File: src/rtl/tts_pkg.sv
`default_nettype none
package tts_pkg;

    // ------------------------------------------------------------
    // opcode decode
    // ------------------------------------------------------------
    localparam logic [7:0] TTS_TRAP_OP_BYTE0 = 8'h08;    // first byte of trap_always_op
    localparam logic [3:0] TTS_TRAP_OP_HI_NIB = 4'h1;    // upper nibble of second byte
    localparam logic [7:0] TTS_TAS_OP_BYTE = 8'h17;      // operation byte of atomic_test_set_op

    // ------------------------------------------------------------
    // vector table layout
    // ------------------------------------------------------------
    localparam logic [15:0] TTS_VEC_BASE_MIN = 16'h0020; // two-byte entries
    localparam logic [15:0] TTS_VEC_BASE_MAX = 16'h0040; // four-byte entries
    localparam int TTS_VEC_SHIFT_MIN = 1;                // 2n
    localparam int TTS_VEC_SHIFT_MAX = 2;                // 4n
    localparam logic [23:0] TTS_WORD_STEP = 24'h000002;  // stack step per push
    localparam logic [23:0] TTS_HALF_STEP = 24'h000002;  // second word of max-mode entry

    // ------------------------------------------------------------
    // flag positions in condition_flags
    // ------------------------------------------------------------
    localparam int TTS_FLAG_N = 3;
    localparam int TTS_FLAG_Z = 2;
    localparam int TTS_FLAG_V = 1;
    localparam int TTS_FLAG_C = 0;
    localparam int TTS_BYTE_MSB = 7;

    // ------------------------------------------------------------
    // addressing-mode codes of effective_address_field
    // ------------------------------------------------------------
    typedef enum logic [3:0]
    {
        TTS_EA_REG,
        TTS_EA_IND,
        TTS_EA_D8,
        TTS_EA_D16,
        TTS_EA_PREDEC,
        TTS_EA_POSTINC,
        TTS_EA_ABS8,
        TTS_EA_ABS16,
        TTS_EA_IMM8,
        TTS_EA_IMM16
    } tts_ea_e;

    // ------------------------------------------------------------
    // reset values
    // ------------------------------------------------------------
    localparam logic [23:0] TTS_ADDR_RST = 24'h000000;
    localparam logic [15:0] TTS_DATA_RST = 16'h0000;

endpackage
`default_nettype wire

File: src/rtl/tts_flag_calc.sv
`timescale 1ns/1ps
`default_nettype none
module tts_flag_calc
    import tts_pkg::*;
(
    input wire logic [7:0] value,
    input wire logic [3:0] flags_in,
    output logic [3:0] flags_out,
    output logic [7:0] value_set
);
    // ------------------------------------------------------------
    // flag calculation of the byte test
    // ------------------------------------------------------------
    always_comb
    begin
        flags_out = flags_in;
        flags_out[TTS_FLAG_N] = value[TTS_BYTE_MSB];
        flags_out[TTS_FLAG_Z] = (value == 8'h00);
        flags_out[TTS_FLAG_V] = 1'b0;
        flags_out[TTS_FLAG_C] = 1'b0;
        value_set = value | 8'h80;
    end
endmodule
`default_nettype wire

File: src/rtl/tts_vec_addr.sv
`timescale 1ns/1ps
`default_nettype none
module tts_vec_addr
    import tts_pkg::*;
(
    input wire logic [3:0] vec_num,
    input wire logic max_mode,
    output logic [15:0] vec_addr
);
    // ------------------------------------------------------------
    // vector entry location
    // ------------------------------------------------------------
    logic [15:0] num_ext; // zero-extended vector number

    always_comb
    begin
        num_ext = {12'h000, vec_num};
        if (max_mode)
        begin
            vec_addr = TTS_VEC_BASE_MAX + (num_ext << TTS_VEC_SHIFT_MAX);
        end
        else
        begin
            vec_addr = TTS_VEC_BASE_MIN + (num_ext << TTS_VEC_SHIFT_MIN);
        end
    end
endmodule
`default_nettype wire

File: src/rtl/tts_exec.sv
// Added by the designer: the placing of the registers and the plain strobed port.
`timescale 1ns/1ps
`default_nettype none
module tts_exec
    import tts_pkg::*;
(
    input wire logic CLK,
    input wire logic RESET_N,
    input wire logic START,            // one-cycle pulse: begin instruction
    input wire logic [7:0] OP_BYTE0,   // first opcode byte
    input wire logic [7:0] OP_BYTE1,   // second opcode byte
    input wire logic [3:0] EA_MODE,    // effective_address_field mode code
    input wire logic [23:0] EA_ADDR,   // operand address from address unit
    input wire logic [7:0] REG_VALUE,  // register operand value
    input wire logic MAX_MODE,         // address-space mode
    input wire logic [15:0] PC_IN,     // return program counter
    input wire logic [7:0] CODE_PAGE_IN,
    input wire logic [15:0] STATUS_IN, // status_word, flags in low nibble
    input wire logic [23:0] SP_IN,     // current stack pointer
    input wire logic BUS_ACK,          // memory cycle done
    input wire logic [15:0] BUS_RDATA, // read data
    input wire logic BUS_FAULT,        // address error on current cycle
    output logic BUS_REQ,
    output logic BUS_WRITE,
    output logic BUS_BYTE,             // byte cycle, data in low byte
    output logic [23:0] BUS_ADDR,
    output logic [15:0] BUS_WDATA,
    output logic BUSY,
    output logic INT_BLOCK,            // interrupts held off
    output logic BUS_HOLD,             // bus not released
    output logic DONE,                 // one-cycle pulse
    output logic ILLEGAL,              // one-cycle pulse: refused operand
    output logic EXC_PEND,             // one-cycle pulse: deferred exception
    output logic [7:0] REG_WDATA,
    output logic REG_WE,
    output logic [3:0] FLAGS_OUT,
    output logic FLAGS_WE,
    output logic [15:0] PC_OUT,
    output logic [7:0] CODE_PAGE_OUT,
    output logic PC_WE,
    output logic CODE_PAGE_WE,
    output logic [23:0] SP_OUT,
    output logic SP_WE
);
    // ------------------------------------------------------------
    // state
    // ------------------------------------------------------------
    typedef enum logic [3:0]
    {
        ST_IDLE,
        ST_TAS_RD,
        ST_TAS_WR,
        ST_PUSH_PC,
        ST_PUSH_CP,
        ST_PUSH_SR,
        ST_VEC_CP,
        ST_VEC_PC,
        ST_FINISH
    } tts_state_e;

    typedef struct packed
    {
        tts_state_e st;
        logic req;
        logic wr;
        logic byt;
        logic [23:0] addr;
        logic [15:0] wdata;
        logic [23:0] sp;      // working stack pointer
        logic [15:0] vaddr;   // vector entry address
        logic mode;           // latched address mode
        logic [15:0] pc;
        logic [7:0] cp;
        logic [15:0] sr;
        logic fault;          // deferred exception
        logic done;
        logic ill;
        logic exc;
        logic [7:0] regw;
        logic regwe;
        logic [3:0] flags;
        logic flagswe;
        logic pcwe;
        logic cpwe;
        logic spwe;
    } tts_state_s;

    tts_state_s state_r; // registered state
    tts_state_s state_nxt; // next state

    logic [7:0] tst_val; // byte under test
    logic [3:0] tst_flags; // flags from the test
    logic [7:0] tst_set; // value with bit 7 forced
    logic [15:0] vec_addr; // vector entry from decoded number
    logic is_trap; // decoded trap_always_op
    logic is_tas; // decoded atomic_test_set_op
    logic ea_imm; // immediate mode requested

    // ------------------------------------------------------------
    // helpers
    // ------------------------------------------------------------
    tts_flag_calc u_flag
    (
        .value(tst_val),
        .flags_in(STATUS_IN[3:0]),
        .flags_out(tst_flags),
        .value_set(tst_set)
    );

    tts_vec_addr u_vec
    (
        .vec_num(OP_BYTE1[3:0]),
        .max_mode(MAX_MODE),
        .vec_addr(vec_addr)
    );

    // ------------------------------------------------------------
    // decode
    // ------------------------------------------------------------
    always_comb
    begin
        is_trap = (OP_BYTE0 == TTS_TRAP_OP_BYTE0) && (OP_BYTE1[7:4] == TTS_TRAP_OP_HI_NIB);
        is_tas = (OP_BYTE1 == TTS_TAS_OP_BYTE);
        ea_imm = (EA_MODE == TTS_EA_IMM8) || (EA_MODE == TTS_EA_IMM16);
        // register operand taken straight, memory operand from the bus
        if (state_r.st == ST_TAS_RD)
        begin
            tst_val = BUS_RDATA[7:0];
        end
        else
        begin
            tst_val = REG_VALUE;
        end
    end

    // ------------------------------------------------------------
    // sequencer
    // ------------------------------------------------------------
    always_comb
    begin
        state_nxt = state_r;
        // strobes last a single cycle
        state_nxt.done = 1'b0;
        state_nxt.ill = 1'b0;
        state_nxt.exc = 1'b0;
        state_nxt.regwe = 1'b0;
        state_nxt.flagswe = 1'b0;
        state_nxt.pcwe = 1'b0;
        state_nxt.cpwe = 1'b0;
        state_nxt.spwe = 1'b0;
        case (state_r.st)
            ST_IDLE:
            begin
                if (START && is_trap)
                begin
                    // mode, context taken at execution time
                    state_nxt.mode = MAX_MODE;
                    state_nxt.pc = PC_IN;
                    state_nxt.cp = CODE_PAGE_IN;
                    state_nxt.sr = STATUS_IN;
                    state_nxt.vaddr = vec_addr;
                    state_nxt.sp = SP_IN - TTS_WORD_STEP;
                    state_nxt.addr = SP_IN - TTS_WORD_STEP;
                    state_nxt.wdata = PC_IN;
                    state_nxt.req = 1'b1;
                    state_nxt.wr = 1'b1;
                    state_nxt.byt = 1'b0;
                    state_nxt.st = ST_PUSH_PC;
                end
                else if (START && is_tas && ea_imm)
                begin
                    state_nxt.ill = 1'b1;
                    state_nxt.done = 1'b1;
                end
                else if (START && is_tas && EA_MODE == TTS_EA_REG)
                begin
                    state_nxt.regw = tst_set;
                    state_nxt.regwe = 1'b1;
                    state_nxt.flags = tst_flags;
                    state_nxt.flagswe = 1'b1;
                    state_nxt.done = 1'b1;
                end
                else if (START && is_tas)
                begin
                    // byte read opens the locked pair
                    state_nxt.addr = EA_ADDR;
                    state_nxt.req = 1'b1;
                    state_nxt.wr = 1'b0;
                    state_nxt.byt = 1'b1;
                    state_nxt.fault = 1'b0;
                    state_nxt.st = ST_TAS_RD;
                end
            end
            ST_TAS_RD:
            begin
                if (BUS_ACK)
                begin
                    // fault is held, not taken, until the write ends
                    state_nxt.fault = BUS_FAULT;
                    state_nxt.flags = tst_flags;
                    state_nxt.flagswe = 1'b1;
                    state_nxt.wdata = {8'h00, tst_set};
                    state_nxt.wr = 1'b1;
                    state_nxt.st = ST_TAS_WR;
                end
            end
            ST_TAS_WR:
            begin
                if (BUS_ACK)
                begin
                    state_nxt.req = 1'b0;
                    state_nxt.wr = 1'b0;
                    state_nxt.exc = state_r.fault | BUS_FAULT;
                    state_nxt.done = 1'b1;
                    state_nxt.st = ST_IDLE;
                end
            end
            ST_PUSH_PC:
            begin
                if (BUS_ACK)
                begin
                    state_nxt.sp = state_r.sp - TTS_WORD_STEP;
                    state_nxt.addr = state_r.sp - TTS_WORD_STEP;
                    if (state_r.mode)
                    begin
                        state_nxt.wdata = {8'h00, state_r.cp};
                        state_nxt.st = ST_PUSH_CP;
                    end
                    else
                    begin
                        state_nxt.wdata = state_r.sr;
                        state_nxt.st = ST_PUSH_SR;
                    end
                end
            end
            ST_PUSH_CP:
            begin
                if (BUS_ACK)
                begin
                    state_nxt.sp = state_r.sp - TTS_WORD_STEP;
                    state_nxt.addr = state_r.sp - TTS_WORD_STEP;
                    state_nxt.wdata = state_r.sr;
                    state_nxt.st = ST_PUSH_SR;
                end
            end
            ST_PUSH_SR:
            begin
                if (BUS_ACK)
                begin
                    state_nxt.wr = 1'b0;
                    state_nxt.addr = {8'h00, state_r.vaddr};
                    // max-mode entry holds page word first, then PC
                    state_nxt.st = state_r.mode ? ST_VEC_CP : ST_VEC_PC;
                end
            end
            ST_VEC_CP:
            begin
                if (BUS_ACK)
                begin
                    state_nxt.cp = BUS_RDATA[7:0];
                    state_nxt.addr = {8'h00, state_r.vaddr} + TTS_HALF_STEP;
                    state_nxt.st = ST_VEC_PC;
                end
            end
            ST_VEC_PC:
            begin
                if (BUS_ACK)
                begin
                    state_nxt.req = 1'b0;
                    state_nxt.pc = BUS_RDATA;
                    state_nxt.st = ST_FINISH;
                end
            end
            ST_FINISH:
            begin
                // flags are never written on this path
                state_nxt.pcwe = 1'b1;
                state_nxt.cpwe = state_r.mode;
                state_nxt.spwe = 1'b1;
                state_nxt.done = 1'b1;
                state_nxt.st = ST_IDLE;
            end
            default:
            begin
                state_nxt.st = ST_IDLE;
            end
        endcase
    end

    // ------------------------------------------------------------
    // state register
    // ------------------------------------------------------------
    always_ff @(posedge CLK or negedge RESET_N)
    begin
        if (!RESET_N)
        begin
            state_r <= '0;
            state_r.st <= ST_IDLE;
            state_r.addr <= TTS_ADDR_RST;
            state_r.wdata <= TTS_DATA_RST;
        end
        else
        begin
            state_r <= state_nxt;
        end
    end

    // ------------------------------------------------------------
    // outputs; BUS_HOLD and INT_BLOCK mark the locked pair
    // ------------------------------------------------------------
    always_comb
    begin
        BUS_REQ = state_r.req;
        BUS_WRITE = state_r.wr;
        BUS_BYTE = state_r.byt && (state_r.st == ST_TAS_RD || state_r.st == ST_TAS_WR);
        BUS_ADDR = state_r.addr;
        BUS_WDATA = state_r.wdata;
        BUSY = (state_r.st != ST_IDLE);
        INT_BLOCK = (state_r.st == ST_TAS_RD) || (state_r.st == ST_TAS_WR);
        BUS_HOLD = INT_BLOCK;
        DONE = state_r.done;
        ILLEGAL = state_r.ill;
        EXC_PEND = state_r.exc;
        REG_WDATA = state_r.regw;
        REG_WE = state_r.regwe;
        FLAGS_OUT = state_r.flags;
        FLAGS_WE = state_r.flagswe;
        PC_OUT = state_r.pc;
        CODE_PAGE_OUT = state_r.cp;
        PC_WE = state_r.pcwe;
        CODE_PAGE_WE = state_r.cpwe;
        SP_OUT = state_r.sp;
        SP_WE = state_r.spwe;
    end
endmodule
`default_nettype wire

File: config.mk
export PLATFORM = sky130hd
export DESIGN_NAME = tts_exec
export DESIGN_NICKNAME = d
export VERILOG_FILES = /design/src/rtl/tts_pkg.sv /design/src/rtl/tts_flag_calc.sv /design/src/rtl/tts_vec_addr.sv /design/src/rtl/tts_exec.sv
export SDC_FILE = /design/constraint.sdc
export NUM_CORES = 1
export LEC_CHECK = 0
export BUFFER_PORTS_ARGS = -buffer_cell sky130_fd_sc_hd__buf_2
export CORE_UTILIZATION = 48
export DETAILED_ROUTE_END_ITERATION = 12
export PLACE_DENSITY = 0.76
export SYNTH_ARGS = -nofsm -noshare
export SYNTH_HDL_FRONTEND = slang
export SYNTH_HIERARCHICAL = 1
export SYNTH_SLANG_ARGS = --single-unit
File: constraint.sdc
create_clock -name CLK -period 3.1 [get_ports CLK]
set_input_delay 0.155 -clock CLK [delete_from_list [all_inputs] [get_ports CLK]]
set_output_delay 0.155 -clock CLK [all_outputs]
set_load 0.005 [all_outputs]
==> results of run 1 <==
report_power, final:
group | switching (mW) | internal (mW) | total [mW]
clock network | 0.976 | 1.25 | 2.22
logic | 2.78 | 2.04 | 4.82
registers | 0.579 | 2.48 | 3.05
layer usage:
metal	track usage [%]	up-vias	share of wire, %
met5	0	-	0
met4	11.08	0	3.3
met2	43.62	474	45
li1	-	4282	-
met3	7.141	76	8.8
met1	40.40	4351	42
cell type report:
type                            instances  share of cell area (%)
Timing Repair Buffer                  334                   17.40
Clock buffer                           17                   3.659
Sequential cell                       148                   31.86
Multi-Input combinational cell        809                   41.94
Tap cell                              265                   2.852
Inverter                               15                  0.4843
Clock inverter                         15                   1.808
synthesized netlist by cell type (6+ instances only):
| cell type | number | area (sq um) |
|---|---|---|
| sky130_fd_sc_hd__nand2b_1 | 10 | 62.56 |
| sky130_fd_sc_hd__nor4_1 | 8 | 50.05 |
| sky130_fd_sc_hd__nor3_1 | 23 | 115.1 |
| sky130_fd_sc_hd__nand2_1 | 204 | 765.7 |
| sky130_fd_sc_hd__or3_1 | 13 | 81.33 |
| sky130_fd_sc_hd__a21o_1 | 9 | 67.56 |
| sky130_fd_sc_hd__xnor2_1 | 19 | 166.4 |
| sky130_fd_sc_hd__and2_1 | 6 | 37.54 |
| sky130_fd_sc_hd__a22o_1 | 16 | 140.1 |
| sky130_fd_sc_hd__o211ai_1 | 10 | 75.07 |
| sky130_fd_sc_hd__buf_2 | 18 | 90.09 |
| sky130_fd_sc_hd__inv_1 | 15 | 56.30 |
| sky130_fd_sc_hd__mux2_2 | 42 | 473.0 |
| sky130_fd_sc_hd__a22oi_1 | 10 | 75.07 |
| sky130_fd_sc_hd__o22ai_1 | 9 | 56.30 |
| sky130_fd_sc_hd__a211oi_1 | 12 | 90.09 |
| sky130_fd_sc_hd__xor2_1 | 21 | 183.9 |
| sky130_fd_sc_hd__a31oi_1 | 32 | 200.2 |
| sky130_fd_sc_hd__nand4_1 | 10 | 62.56 |
| sky130_fd_sc_hd__nor2_1 | 95 | 356.6 |
| sky130_fd_sc_hd__a21oi_1 | 39 | 195.2 |
| sky130_fd_sc_hd__dfrtp_1 | 148 | 3704 |
| sky130_fd_sc_hd__o21ai_0 | 43 | 215.2 |
| sky130_fd_sc_hd__clkbuf_1 | 36 | 135.1 |
| sky130_fd_sc_hd__buf_4 | 125 | 938.4 |
| sky130_fd_sc_hd__o31ai_1 | 8 | 60.06 |
| sky130_fd_sc_hd__nand3_1 | 39 | 195.2 |
kinds of logic (layout without fill, tap and decap cells):
group,after synthesis,count (layout),share of synthesized area [%]
compound gates,242,242,16.94
flops,148,148,37.87
fa+ha+maj,3,3,0.3839
xor+xnor,40,40,3.582
simple gates,465,465,23.08
mux,46,46,5.246
buf+inv,200,381,12.78
other cells,3,13,0.1151
tightest hold or removal path: cells and delay by family:
family | cells | cell delay, ps
AOI/OAI and AO/OA | 1 | 80
buffers and inverters | 1 | 110
and+or+nand+nor | 1 | 60
metrics by stage:
stage | power, mW | instances | utilization, % | cell area, sq um | worst slack (ps)
floorplan | 6.571 | 1157 | - | 9817 | 427.5
global placement | 7.573 | 1521 | 53.20 | 10490 | 534.7
detailed placement | 7.670 | 1521 | 53.20 | 10490 | 378.8
CTS | 10.02 | 1602 | 58.91 | 11620 | 280.3
global route | 10.75 | 1603 | 58.96 | 11630 | 25.95
finish | 10.10 | 1603 | 58.96 | 11630 | 220.5
how the worst max path moves through the flow:
| stage | start | end | slack [ps] | cells past startpoint |
|---|---|---|---|---|
| floorplan | state_r[145]$_DFFE_PN0P_ | BUS_WDATA[6]$_DFFE_PN0P_ | 430 | 12 |
| global placement | state_r[147]$_DFFE_PN0P_ | SP_OUT[23]$_DFFE_PN0P_ | 530 | 7 |
| detailed placement | state_r[147]$_DFFE_PN0P_ | SP_OUT[13]$_DFFE_PN0P_ | 380 | 6 |
| CTS | state_r[145]$_DFFE_PN0P_ | CODE_PAGE_OUT[6]$_DFFE_PN0P_ | 280 | 8 |
| global route | state_r[145]$_DFFE_PN0P_ | CODE_PAGE_OUT[6]$_DFFE_PN0P_ | 30 | 8 |
| finish | state_r[145]$_DFFE_PN0P_ | CODE_PAGE_OUT[6]$_DFFE_PN0P_ | 220 | 8 |
sequential cells by signal, summed over array words and instances, names as in the netlist:
register	count
REG_WE	1
PC_OUT	16
BUS_WRITE	1
DONE	1
CODE_PAGE_OUT	8
BUS_REQ	1
BUS_ADDR	24
REG_WDATA	8
state_r	39
ILLEGAL	1
EXC_PEND	1
FLAGS_OUT	4
CODE_PAGE_WE	1
FLAGS_WE	1
PC_WE	1
BUS_WDATA	16
SP_OUT	24
==> results.rst, run 1 <==
.. list-table::
   :header-rows: 1

   * - Metric
     - Value
   * - Status
     - finished clean
   * - Setup Fix Bufs, Post-CTS
     - 0
   * - Hold Path Origin
     - PC_IN[8]
   * - Number of setup violations in the final report
     - 0
   * - IO Count
     - 252
   * - Register area
     - 3704 sq um
   * - Count of nets after finishing
     - 1466
   * - Most common flop cell mapped by yosys
     - sky130_fd_sc_hd__dfrtp_1
   * - Standard cell core area
     - 19720 sq um
   * - Vert. Die Dim
     - 144.7 um
   * - PortBufs
     - 251
   * - Achievable frequency
     - 347.3 MHz
   * - First-pass GRT wire length
     - 46350 um
   * - Number of distinct library cells after synthesis
     - 87
   * - Number of H-tree branching levels
     - 4
   * - Hold-critical path depth
     - 3
   * - Normalized max-slew margin
     - 48.44%
   * - Crit-path cells
     - buf_4 > nor4_4 > nand3_1 > or2_1 > nand2_2 > nor2_1 > a31oi_1 > dlygate4sd3_1
   * - CTS tree
     - built
   * - Fill cell count
     - 1708
   * - Sequential share of the synthesized area
     - 37.87%
   * - Initial core utilization
     - 49.60%
   * - Antenna violations before repair
     - 0
   * - Pin count of the biggest net entering global routing
     - 81
   * - Area of the mapped netlist
     - 9779 sq um
   * - Clock Tree Buf Depth
     - 2
   * - RSZ-0062 raised after global routing
     - no
   * - Number of pins exceeding their max-slew limit in the final report
     - 0
   * - Total via count in the routed design
     - 9183
   * - Overall die area
     - 20950 sq um
   * - Fraction of final layout cells with drive strength greater than 1
     - 28.92%
   * - Setup CP Type
     - reg2reg
   * - Period minus WS final
     - 2880 ps
   * - Commonest non-fill, non-tap cell in the layout
     - sky130_fd_sc_hd__buf_2
   * - Post-detailed-route DRC marker count
     - 0
   * - Worst hold path class
     - in2reg
   * - Remaining antenna violation count after routing
     - 0
   * - Clock root buffer master
     - sky130_fd_sc_hd__clkbuf_16
   * - Power per cell area
     - 868.9 nW/um^2
   * - Final Routed Wirelength
     - 30350 um
   * - Number of cells traversed by the worst register-to-register path
     - 8
   * - Number of max-cap violations
     - 0
   * - Post-Route Hold Slack
     - 20.79 ps
   * - Hold EP
     - PC_OUT[8]$_DFFE_PN0P_
   * - Worst flop-to-flop path startpoint
     - state_r[145]$_DFFE_PN0P_
   * - FP Rows
     - 51
   * - Syn avg cell area
     - 8.526 sq um
   * - Total negative slack
     - 0 ps
   * - Worst supply voltage drop on vdd
     - 0.5003 mV
   * - Kind of cell adding the most delay to the critical path
     - simple AND/OR/NAND/NOR gates
   * - Combined area of the multi-input logic cells
     - 4876 sq um
   * - Worst-case register-to-register setup slack
     - 220 ps
   * - Share of synthesized flip-flops with an asynchronous set or reset
     - 100.0%
   * - Portion of the clock cycle consumed by the worst path in the final layout
     - 92.89%
   * - Vias in the first global route
     - 8647
   * - Global placer's final weighted congestion
     - 0.9308
   * - Synthesized instance count
     - 1147
   * - Number of buffers inserted by hold repair at cts
     - 49
   * - CP Max Fanout
     - 16
   * - Worst EP required
     - 3460 ps
   * - Clock net sink count
     - 148
   * - Number of failing hold endpoints at the final stage
     - 0
   * - Antenna diodes
     - 0
   * - Crit path buffers/inverters
     - 2
   * - Average vias per placed instance
     - 5.729
   * - Leakage power figure
     - 5.525 nW
   * - CP startpoint kind
     - flip-flop
   * - Number of synthesis warnings
     - 6
   * - HPWL after DPL
     - 21910 um
   * - Critical-path top delay cell
     - sky130_fd_sc_hd__dlygate4sd3_1
   * - Slowest cell delay on critical path
     - 570 ps
   * - Average wire per cell in the routed design
     - 18.93 um
   * - Post-CTS clock slew at the launch and capture registers of the worst setup and hold paths
     - 70 ps
   * - Global-route total usage across every layer
     - 29.10%
   * - Commonest cells after routing, fill and taps aside
     - sky130_fd_sc_hd__buf_2 (250), sky130_fd_sc_hd__nand2_1 (204), sky130_fd_sc_hd__dfrtp_1 (148), sky130_fd_sc_hd__nor2_1 (95), sky130_fd_sc_hd__dlygate4sd3_1 (50)
   * - Arr. time, crit path
     - 3240 ps
   * - Clock Latency Late Sink
     - 430 ps
   * - Overflow after GRT
     - 0
   * - Post-Route Skew
     - 12.77 ps
   * - Post-synthesis to final-layout area growth
     - 18.88%
   * - Endpoint kind of the worst setup timing path
     - flip-flop
   * - Initial DRC Count
     - 1048
   * - Number of synthesized register bits
     - 148
   * - Post-synth EDFFs
     - 0
   * - Iteration count of the initial detailed-routing pass
     - 5
   * - Reg-to-Reg End
     - CODE_PAGE_OUT[6]$_DFFE_PN0P_
   * - Die width
     - 144.7 um
   * - TritonCTS Buffers
     - 17
   * - Transition time at the pin with the least slew margin
     - 773.4 ps
   * - Resized Gates After CTS
     - 0
No activity file was read; power rests on OpenSTA's default activity.
==> inputs of run 2 (changes only) <==
--- a/config.mk
+++ b/config.mk
@@ -5,7 +5,7 @@
 export SDC_FILE = /design/constraint.sdc
 export NUM_CORES = 1
 export LEC_CHECK = 0
-export BUFFER_PORTS_ARGS = -buffer_cell sky130_fd_sc_hd__buf_2
+export BUFFER_PORTS_ARGS = -buffer_cell sky130_fd_sc_hd__buf_4
 export CORE_UTILIZATION = 48
 export DETAILED_ROUTE_END_ITERATION = 12
 export PLACE_DENSITY = 0.76
==> run 2 against run 1 <==
Against the previous run:
- count of clock-buffer cells in the layout is 3 higher
- clock power is 4% higher
- sequential power is 2% higher
- combinational power is 4.8% higher
- die area stayed put
- sequential cell count stayed put
==> results.rst, run 2 (synthesized netlist as in run 1, its figures left out) <==
.. list-table::
   :header-rows: 1

   * - Metric
     - Value
   * - Internal power of the cells
     - 6.192 mW (+7.5%)
   * - Fill cell count
     - 1709 (+0.059%)
   * - Initial DRC Count
     - 865 (-17%)
   * - Pin count of the biggest net entering global routing
     - 75 (-7.4%)
   * - Setup CP Type
     - reg2reg
   * - Power per cell area
     - 865.5 nW/um^2 (-0.39%)
   * - Overall die area
     - 20950 sq um (unchanged)
   * - Total via count in the routed design
     - 9099 (-0.91%)
   * - Number of pins exceeding their max-slew limit in the final report
     - 0 (unchanged)
   * - Clock Latency Late Sink
     - 430 ps (about the same)
   * - Slowest cell delay on critical path
     - 620 ps (+50 ps)
   * - Count of nets after finishing
     - 1446 (-1.4%)
   * - Worst supply voltage drop on vdd
     - 0.5126 mV (+2.5%)
   * - FP Rows
     - 51 (unchanged)
   * - Arr. time, crit path
     - 3140 ps (-100 ps)
   * - Most numerous cell on the critical path
     - sky130_fd_sc_hd__nor2_1
   * - Total negative slack
     - 0 ps (unchanged)
   * - Remaining antenna violation count after routing
     - 0 (unchanged)
   * - Post-detailed-route DRC marker count
     - 0 (unchanged)
   * - Share of total power in combinational logic
     - 48.3% (+0.5 points)
   * - Die width
     - 144.7 um (unchanged)
   * - Average wire per cell in the routed design
     - 19.15 um (+1.2%)
   * - Global placer's final weighted congestion
     - 0.9666 (+3.8%)
   * - Crit-path cells
     - buf_4 > nand2b_1 > nor2_1 > and2_1 > a21o_2 > nor2_1 > a31oi_1 > dlygate4sd3_1
   * - CTS tree
     - built
   * - Clock net sink count
     - 148 (unchanged)
   * - Number of setup violations in the final report
     - 0 (unchanged)
   * - CP Max Fanout
     - 32 (+16)
   * - Clock root buffer master
     - sky130_fd_sc_hd__clkbuf_16
   * - Status
     - finished clean
   * - Vert. Die Dim
     - 144.7 um (unchanged)
   * - Global-route total usage across every layer
     - 29.52% (+0.42 points)
   * - Iteration count of the initial detailed-routing pass
     - 5 (unchanged)
   * - Crit path buffers/inverters
     - 2 (unchanged)
   * - Antenna diodes
     - 0 (unchanged)
   * - Switching power
     - 4.275 mW (-1.5%)
   * - Period minus WS final
     - 2830 ps (-49.90 ps)
   * - Post-synthesis to final-layout area growth
     - 23.67%
   * - Commonest non-fill, non-tap cell in the layout
     - sky130_fd_sc_hd__buf_4
   * - RSZ-0062 raised after global routing
     - no
   * - Commonest cells after routing, fill and taps aside
     - sky130_fd_sc_hd__buf_4 (278), sky130_fd_sc_hd__nand2_1 (204), sky130_fd_sc_hd__dfrtp_1 (148), sky130_fd_sc_hd__nor2_1 (95), sky130_fd_sc_hd__o21ai_0 (43)
   * - Leakage power figure
     - 5.603 nW (+1.4%)
   * - First-pass GRT wire length
     - 46390 um (about the same)
   * - Number of H-tree branching levels
     - 4 (unchanged)
   * - Post-CTS clock slew at the launch and capture registers of the worst setup and hold paths
     - 70 ps (about the same)
   * - Initial core utilization
     - 49.60% (unchanged)
   * - Average vias per placed instance
     - 5.748 (+0.34%)
   * - Antenna violations before repair
     - 0 (unchanged)
   * - Sequential Power Share
     - 29.7% (-0.5 points)
   * - Post-route non-filler standard cell count
     - 1583 (-1.2%)
   * - Worst EP required
     - 3410 ps (-50 ps)
   * - Max FFs per register
     - 39 (unchanged)
   * - Standard cell core area
     - 19720 sq um (unchanged)
   * - Post-Route Skew
     - 10.14 ps (-2.637 ps)
   * - HPWL after DPL
     - 22210 um (+1.4%)
   * - Critical-path top delay cell
     - sky130_fd_sc_hd__dfrtp_1
   * - Kind of cell adding the most delay to the critical path
     - buffers and inverters
   * - Normalized max-slew margin
     - 43.99% (-4.5 points)
   * - Post-Route Hold Slack
     - 10.03 ps (-10.76 ps)
   * - Achievable frequency
     - 353.4 MHz (+1.8%)
   * - Fraction of final layout cells with drive strength greater than 1
     - 29.21% (+0.29 points)
   * - Cell count after placement
     - 1518 (-0.20%)
   * - Clk network pwr share
     - 22.0% (about the same)
   * - CP startpoint kind
     - flip-flop
   * - PortBufs
     - 251 (unchanged)
   * - Overflow after GRT
     - 0 (unchanged)
   * - Transition time at the pin with the least slew margin
     - 828.5 ps (+55.10 ps)
   * - IO Count
     - 252 (unchanged)
   * - Number of max-cap violations
     - 0 (unchanged)
   * - Switching share of total power
     - 40.84% (-2.1 points)
   * - Vias in the first global route
     - 8554 (-1.1%)
   * - Number of failing hold endpoints at the final stage
     - 0 (unchanged)
   * - TritonCTS Buffers
     - 17 (unchanged)
   * - Final Routed Wirelength
     - 30320 um (about the same)
   * - Worst hold path class
     - in2reg
   * - Layout Utilization
     - 61.34% (+2.4 points)
   * - Register with the highest flop count
     - state_r
   * - Portion of the clock cycle consumed by the worst path in the final layout
     - 91.28% (-1.6 points)
   * - Clock Tree Buf Depth
     - 2 (unchanged)
   * - Endpoint kind of the worst setup timing path
     - flip-flop
==> run 2: cell count changes in the layout (fill, tap and decap cells not counted), moves of 2 or more <==
cell,before,now
sky130_fd_sc_hd__buf_2,250,0
sky130_fd_sc_hd__buf_4,32,278
sky130_fd_sc_hd__dlygate4sd3_1,50,33
sky130_fd_sc_hd__inv_8,6,1
sky130_fd_sc_hd__clkbuf_8,0,3
sky130_fd_sc_hd__clkinv_8,3,0
sky130_fd_sc_hd__bufinv_16,2,4
sky130_fd_sc_hd__inv_6,3,5
==> run 2: path summary, 6_finish.rpt <==
kind	from	end	slack [ps]	depth (start not counted)
worst max-delay path	state_r[148]$_DFFE_PN0P_	PC_OUT[5]$_DFFE_PN0P_	270	8
worst min-delay path	PC_IN[8]	PC_OUT[8]$_DFFE_PN0P_	10	3
worst max register to register	state_r[148]$_DFFE_PN0P_	PC_OUT[5]$_DFFE_PN0P_	270	8
worst min register to register	state_r[23]$_DFFE_PN0P_	state_r[23]$_DFFE_PN0P_	480	2
max in group asynchronous	RESET_N	BUS_ADDR[14]$_DFFE_PN0P_	2000	3
min in group asynchronous	RESET_N	BUS_ADDR[3]$_DFFE_PN0P_	200	2
==> run 2: tightest hold or removal path, cell delays in order <==
cell                      delay, ps
sky130_fd_sc_hd__buf_4          120
sky130_fd_sc_hd__nand3_1         60
sky130_fd_sc_hd__a31oi_1         80
==> run 2: area by class of cell <==
| class | count | area, sq um | area share, % |
|---|---|---|---|
| Tap cell | 265 | 331.6 | 2.742 |
| Clock inverter | 12 | 190.2 | 1.573 |
| Inverter | 15 | 56.30 | 0.4655 |
| Sequential cell | 148 | 3704 | 30.62 |
| Timing Repair Buffer | 314 | 2469 | 20.41 |
| Multi-Input combinational cell | 809 | 4877 | 40.33 |
| Clock buffer | 20 | 466.7 | 3.859 |
==> run 2: repair_timing <==
| action | 4_1_cts | 5_1_grt |
|---|---|---|
| hold endpoints to repair | 64 | 0 |
| endpoints found under the setup margin | 0 | 2 |
| hold buffers | 33 | 0 |
| buffers inserted | 0 | 0 |
| gates resized for setup | 0 | 1 |
==> run 2: metrics by stage <==
step	setup WS [ps]	power [mW]	instance area, sq um
after floorplan	427.5	6.571	9817
after global placement	571.4	7.912	11110
after detailed placement	507.2	8.028	11110
after CTS	110.5	10.39	12090
after global routing	73.25	11.09	12090
final	270.4	10.47	12090
==> run 2: power by group through the flow <==
stage	clock network [mW]	registers, mW	logic (mW)
3_3_place_gp	0	3.11	4.81
3_5_place_dp	0	3.12	4.91
4_1_cts	2.32	3.10	4.98
5_1_grt	2.40	3.17	5.51
2_1_floorplan	0	2.84	3.74
6_report	2.30	3.11	5.05
==> run 2: routing by layer <==
metal / GRT usage (%) / up-vias / share of wire (%) / routed length [um]
met2: 45.62 / 441 / 46 / 14010
met1: 40.23 / 4350 / 43 / 12890
met5: 0 / - / 0 / 0
met4: 11.97 / 0 / 3.1 / 925
li1: - / 4232 / - / -
met3: 6.186 / 76 / 8.2 / 2493
==> inputs of run 3 (changes only) <==
==> constraint.sdc (replaced) <==
create_clock -name CLK -period 3.1 [get_ports CLK]
set_input_delay 0.155 -clock CLK [delete_from_list [all_inputs] [get_ports CLK]]
set_output_delay 0.155 -clock CLK [all_outputs]
set_load 0.05 [all_outputs]
==> run 3 against run 2 <==
Against the previous run:
- combinational power increased by 37%
- largest cell class unchanged
- clock skew increased by 3.5 ps
- sequential power decreased by 1%
==> results.rst, run 3 (synthesized netlist as in run 1, its figures left out) <==
.. list-table::
   :header-rows: 1

   * - Metric
     - Value
   * - Status
     - finished clean
   * - Setup CP Type
     - reg2reg
   * - Worst EP required
     - 3420 ps (about the same)
   * - Resized Gates After CTS
     - 0 (unchanged)
   * - Setup Slack @ Placement
     - 464.3 ps (-42.91 ps)
   * - RSZ-0062 raised after global routing
     - no
   * - Placed cell area
     - 11100 sq um (about the same)
   * - Post-route setup slack
     - 378.2 ps (+107.8 ps)
   * - IO Count
     - 252 (unchanged)
   * - Average vias per placed instance
     - 5.718 (-0.52%)
   * - Remaining antenna violation count after routing
     - 0 (unchanged)
   * - Period minus WS final
     - 2722 ps (-107.8 ps)
   * - Overall die area
     - 20950 sq um (unchanged)
   * - First-pass GRT wire length
     - 46910 um (+1.1%)
   * - FP Rows
     - 51 (unchanged)
   * - Slowest cell delay on critical path
     - 730 ps (+110 ps)
   * - Number of cells traversed by the worst register-to-register path
     - 7 (-1)
   * - Reg-to-Reg End
     - SP_OUT[19]$_DFFE_PN0P_
   * - Critical Path End
     - SP_OUT[19]$_DFFE_PN0P_
   * - Endpoint kind of the worst setup timing path
     - flip-flop
   * - Global placer's final weighted congestion
     - 0.8880 (-8.1%)
   * - Commonest non-fill, non-tap cell in the layout
     - sky130_fd_sc_hd__buf_4
   * - Iteration count of the initial detailed-routing pass
     - 5 (unchanged)
   * - Fraction of final layout cells with drive strength greater than 1
     - 29.30% (+0.085 points)
   * - Max FFs per register
     - 39 (unchanged)
   * - TritonCTS Buffers
     - 17 (unchanged)
   * - Number of setup violations in the final report
     - 0 (unchanged)
   * - Vias in the first global route
     - 8666 (+1.3%)
   * - Final Routed Wirelength
     - 30380 um (+0.21%)
   * - Worst setup startpoint
     - SP_OUT[1]$_DFFE_PN0P_
   * - Transition time at the pin with the least slew margin
     - 860.0 ps (+31.51 ps)
   * - Number of pins exceeding their max-slew limit in the final report
     - 0 (unchanged)
   * - Worst-case register-to-register setup slack
     - 380 ps (+110 ps)
   * - Post-Route Skew
     - 13.66 ps (+3.522 ps)
   * - Register with the highest flop count
     - state_r
   * - Clk network pwr share
     - 16.5% (-5.5 points)
   * - Total negative slack
     - 0 ps (unchanged)
   * - Number of failing hold endpoints at the final stage
     - 0 (unchanged)
   * - Clock Latency Late Sink
     - 430 ps (about the same)
   * - Antenna diodes
     - 0 (unchanged)
   * - Antenna violations before repair
     - 0 (unchanged)
   * - Die width
     - 144.7 um (unchanged)
   * - Number of max-cap violations
     - 0 (unchanged)
   * - Standard cell core area
     - 19720 sq um (unchanged)
   * - Overflow after GRT
     - 0 (unchanged)
   * - Leakage power figure
     - 5.564 nW (-0.70%)
   * - Portion of the clock cycle consumed by the worst path in the final layout
     - 87.80% (-3.5 points)
   * - Average wire per cell in the routed design
     - 19.16 um (about the same)
   * - Crit-path cells
     - inv_1 > ha_1 > nor4b_1 > nand3_1 > nor4_1 > nor3_1 > a211o_1
   * - Switching power
     - 6.078 mW (+42%)
   * - Normalized max-slew margin
     - 41.86% (-2.1 points)
   * - Clock root buffer master
     - sky130_fd_sc_hd__clkbuf_16
   * - Critical-path top delay cell
     - sky130_fd_sc_hd__nor4b_1
   * - Achievable frequency
     - 367.4 MHz (+4.0%)
   * - Number of H-tree branching levels
     - 4 (unchanged)
   * - Power per cell area
     - 996.6 nW/um^2 (+15%)
   * - Sequential Power Share
     - 25.7% (-4.0 points)
   * - Commonest cells after routing, fill and taps aside
     - sky130_fd_sc_hd__buf_4 (283), sky130_fd_sc_hd__nand2_1 (204), sky130_fd_sc_hd__dfrtp_1 (148), sky130_fd_sc_hd__nor2_1 (95), sky130_fd_sc_hd__o21ai_0 (43)
   * - HPWL after DPL
     - 22060 um (-0.70%)
   * - Internal power of the cells
     - 5.871 mW (-5.2%)
   * - WP depth
     - 7 (-1)
   * - CP Max Fanout
     - 6 (-81%)
   * - Kind of cell adding the most delay to the critical path
     - simple AND/OR/NAND/NOR gates
   * - CTS tree
     - built
   * - Post-CTS clock slew at the launch and capture registers of the worst setup and hold paths
     - 70 ps (about the same)
   * - PortBufs
     - 251 (unchanged)
   * - Clock net sink count
     - 148 (unchanged)
   * - Switching share of total power
     - 50.86% (+10 points)
   * - CP startpoint kind
     - flip-flop
   * - Worst supply voltage drop on vdd
     - 0.4623 mV (-9.8%)
   * - Worst flop-to-flop path startpoint
     - SP_OUT[1]$_DFFE_PN0P_
   * - Arr. time, crit path
     - 3040 ps (-100 ps)
   * - Global-route total usage across every layer
     - 29.56% (+0.049 points)
   * - Initial DRC Count
     - 725 (-16%)
   * - Vert. Die Dim
     - 144.7 um (unchanged)
   * - Pin count of the biggest net entering global routing
     - 78 (+4.0%)
   * - Initial core utilization
     - 49.60% (unchanged)
   * - Crit path buffers/inverters
     - 1 (-1)
   * - Total via count in the routed design
     - 9069 (-0.33%)
   * - Post-synthesis to final-layout area growth
     - 22.61%
   * - Worst hold path class
     - in2reg
   * - Share of total power in combinational logic
     - 57.7% (+9.4 points)
   * - Count of nets after finishing
     - 1449 (+0.21%)
   * - Post-detailed-route DRC marker count
     - 0 (unchanged)
   * - Cell area after layout
     - 11990 sq um (-0.86%)
   * - Clock Tree Buf Depth
     - 2 (unchanged)
run 3: metal layers:
layer | part of all wire, % | global-route usage, %
met1 | 42 | 40.75
met2 | 46 | 45.67
met3 | 8.8 | 6.417
met4 | 2.8 | 10.47
met5 | 0 | 0
run 3: repair_timing:
item / 4_1_cts / 5_1_grt
setup buffers: 0 / 0
endpoints found under the hold margin: 105 / 0
hold buffers: 33 / 0
run 3: final cells by class:
class / instances / area [sq um]
Clock buffer: 18 / 439.2
Sequential cell: 148 / 3704
Inverter: 15 / 56.30
Multi-Input combinational cell: 809 / 4876
Fill cell: 1721 / 7727
Clock inverter: 14 / 117.6
Timing Repair Buffer: 317 / 2466
Tap cell: 265 / 331.6
run 3: power groups by stage:
stage	clock network [mW]	logic [mW]	registers (mW)
3_3_place_gp	0	6.67	3.08
5_1_grt	2.08	7.32	3.14
3_5_place_dp	0	6.75	3.09
4_1_cts	2.00	6.83	3.06
6_report	1.98	6.90	3.07
2_1_floorplan	0	5.53	2.90
run 3: worst min-delay path by stage:
stage,start,end,slack [ps],cells after the start
after detailed placement,RESET_N,state_r[69]$_DFFE_PN0P_,260,1
after CTS,BUS_RDATA[3],PC_OUT[3]$_DFFE_PN0P_,0.5,3
after global placement,RESET_N,state_r[66]$_DFFE_PN0P_,260,1
final,BUS_RDATA[3],PC_OUT[3]$_DFFE_PN0P_,7,3
after global routing,BUS_RDATA[6],PC_OUT[6]$_DFFE_PN0P_,5,3
after floorplan,RESET_N,BUS_ADDR[0]$_DFFE_PN0P_,-140,0
run 3: per-stage QoR:
step / utilization [%] / hold WS [ps] / power, mW / instances
final: 60.81 / 7.154 / 11.95 / 1586
after global routing: 60.81 / 4.711 / 12.53 / 1586
after CTS: 60.81 / 0.4748 / 11.89 / 1586
after floorplan: - / -140.6 / 8.438 / 1157
after detailed placement: 56.31 / 258.5 / 9.844 / 1521
after global placement: 56.31 / 260.6 / 9.748 / 1521
run 3: tightest hold or removal path, delay by kind of cell:
| family | cells | cell delay (ps) |
|---|---|---|
| simple gates | 1 | 50 |
| buf+inv | 1 | 130 |
| compound gates | 1 | 70 |
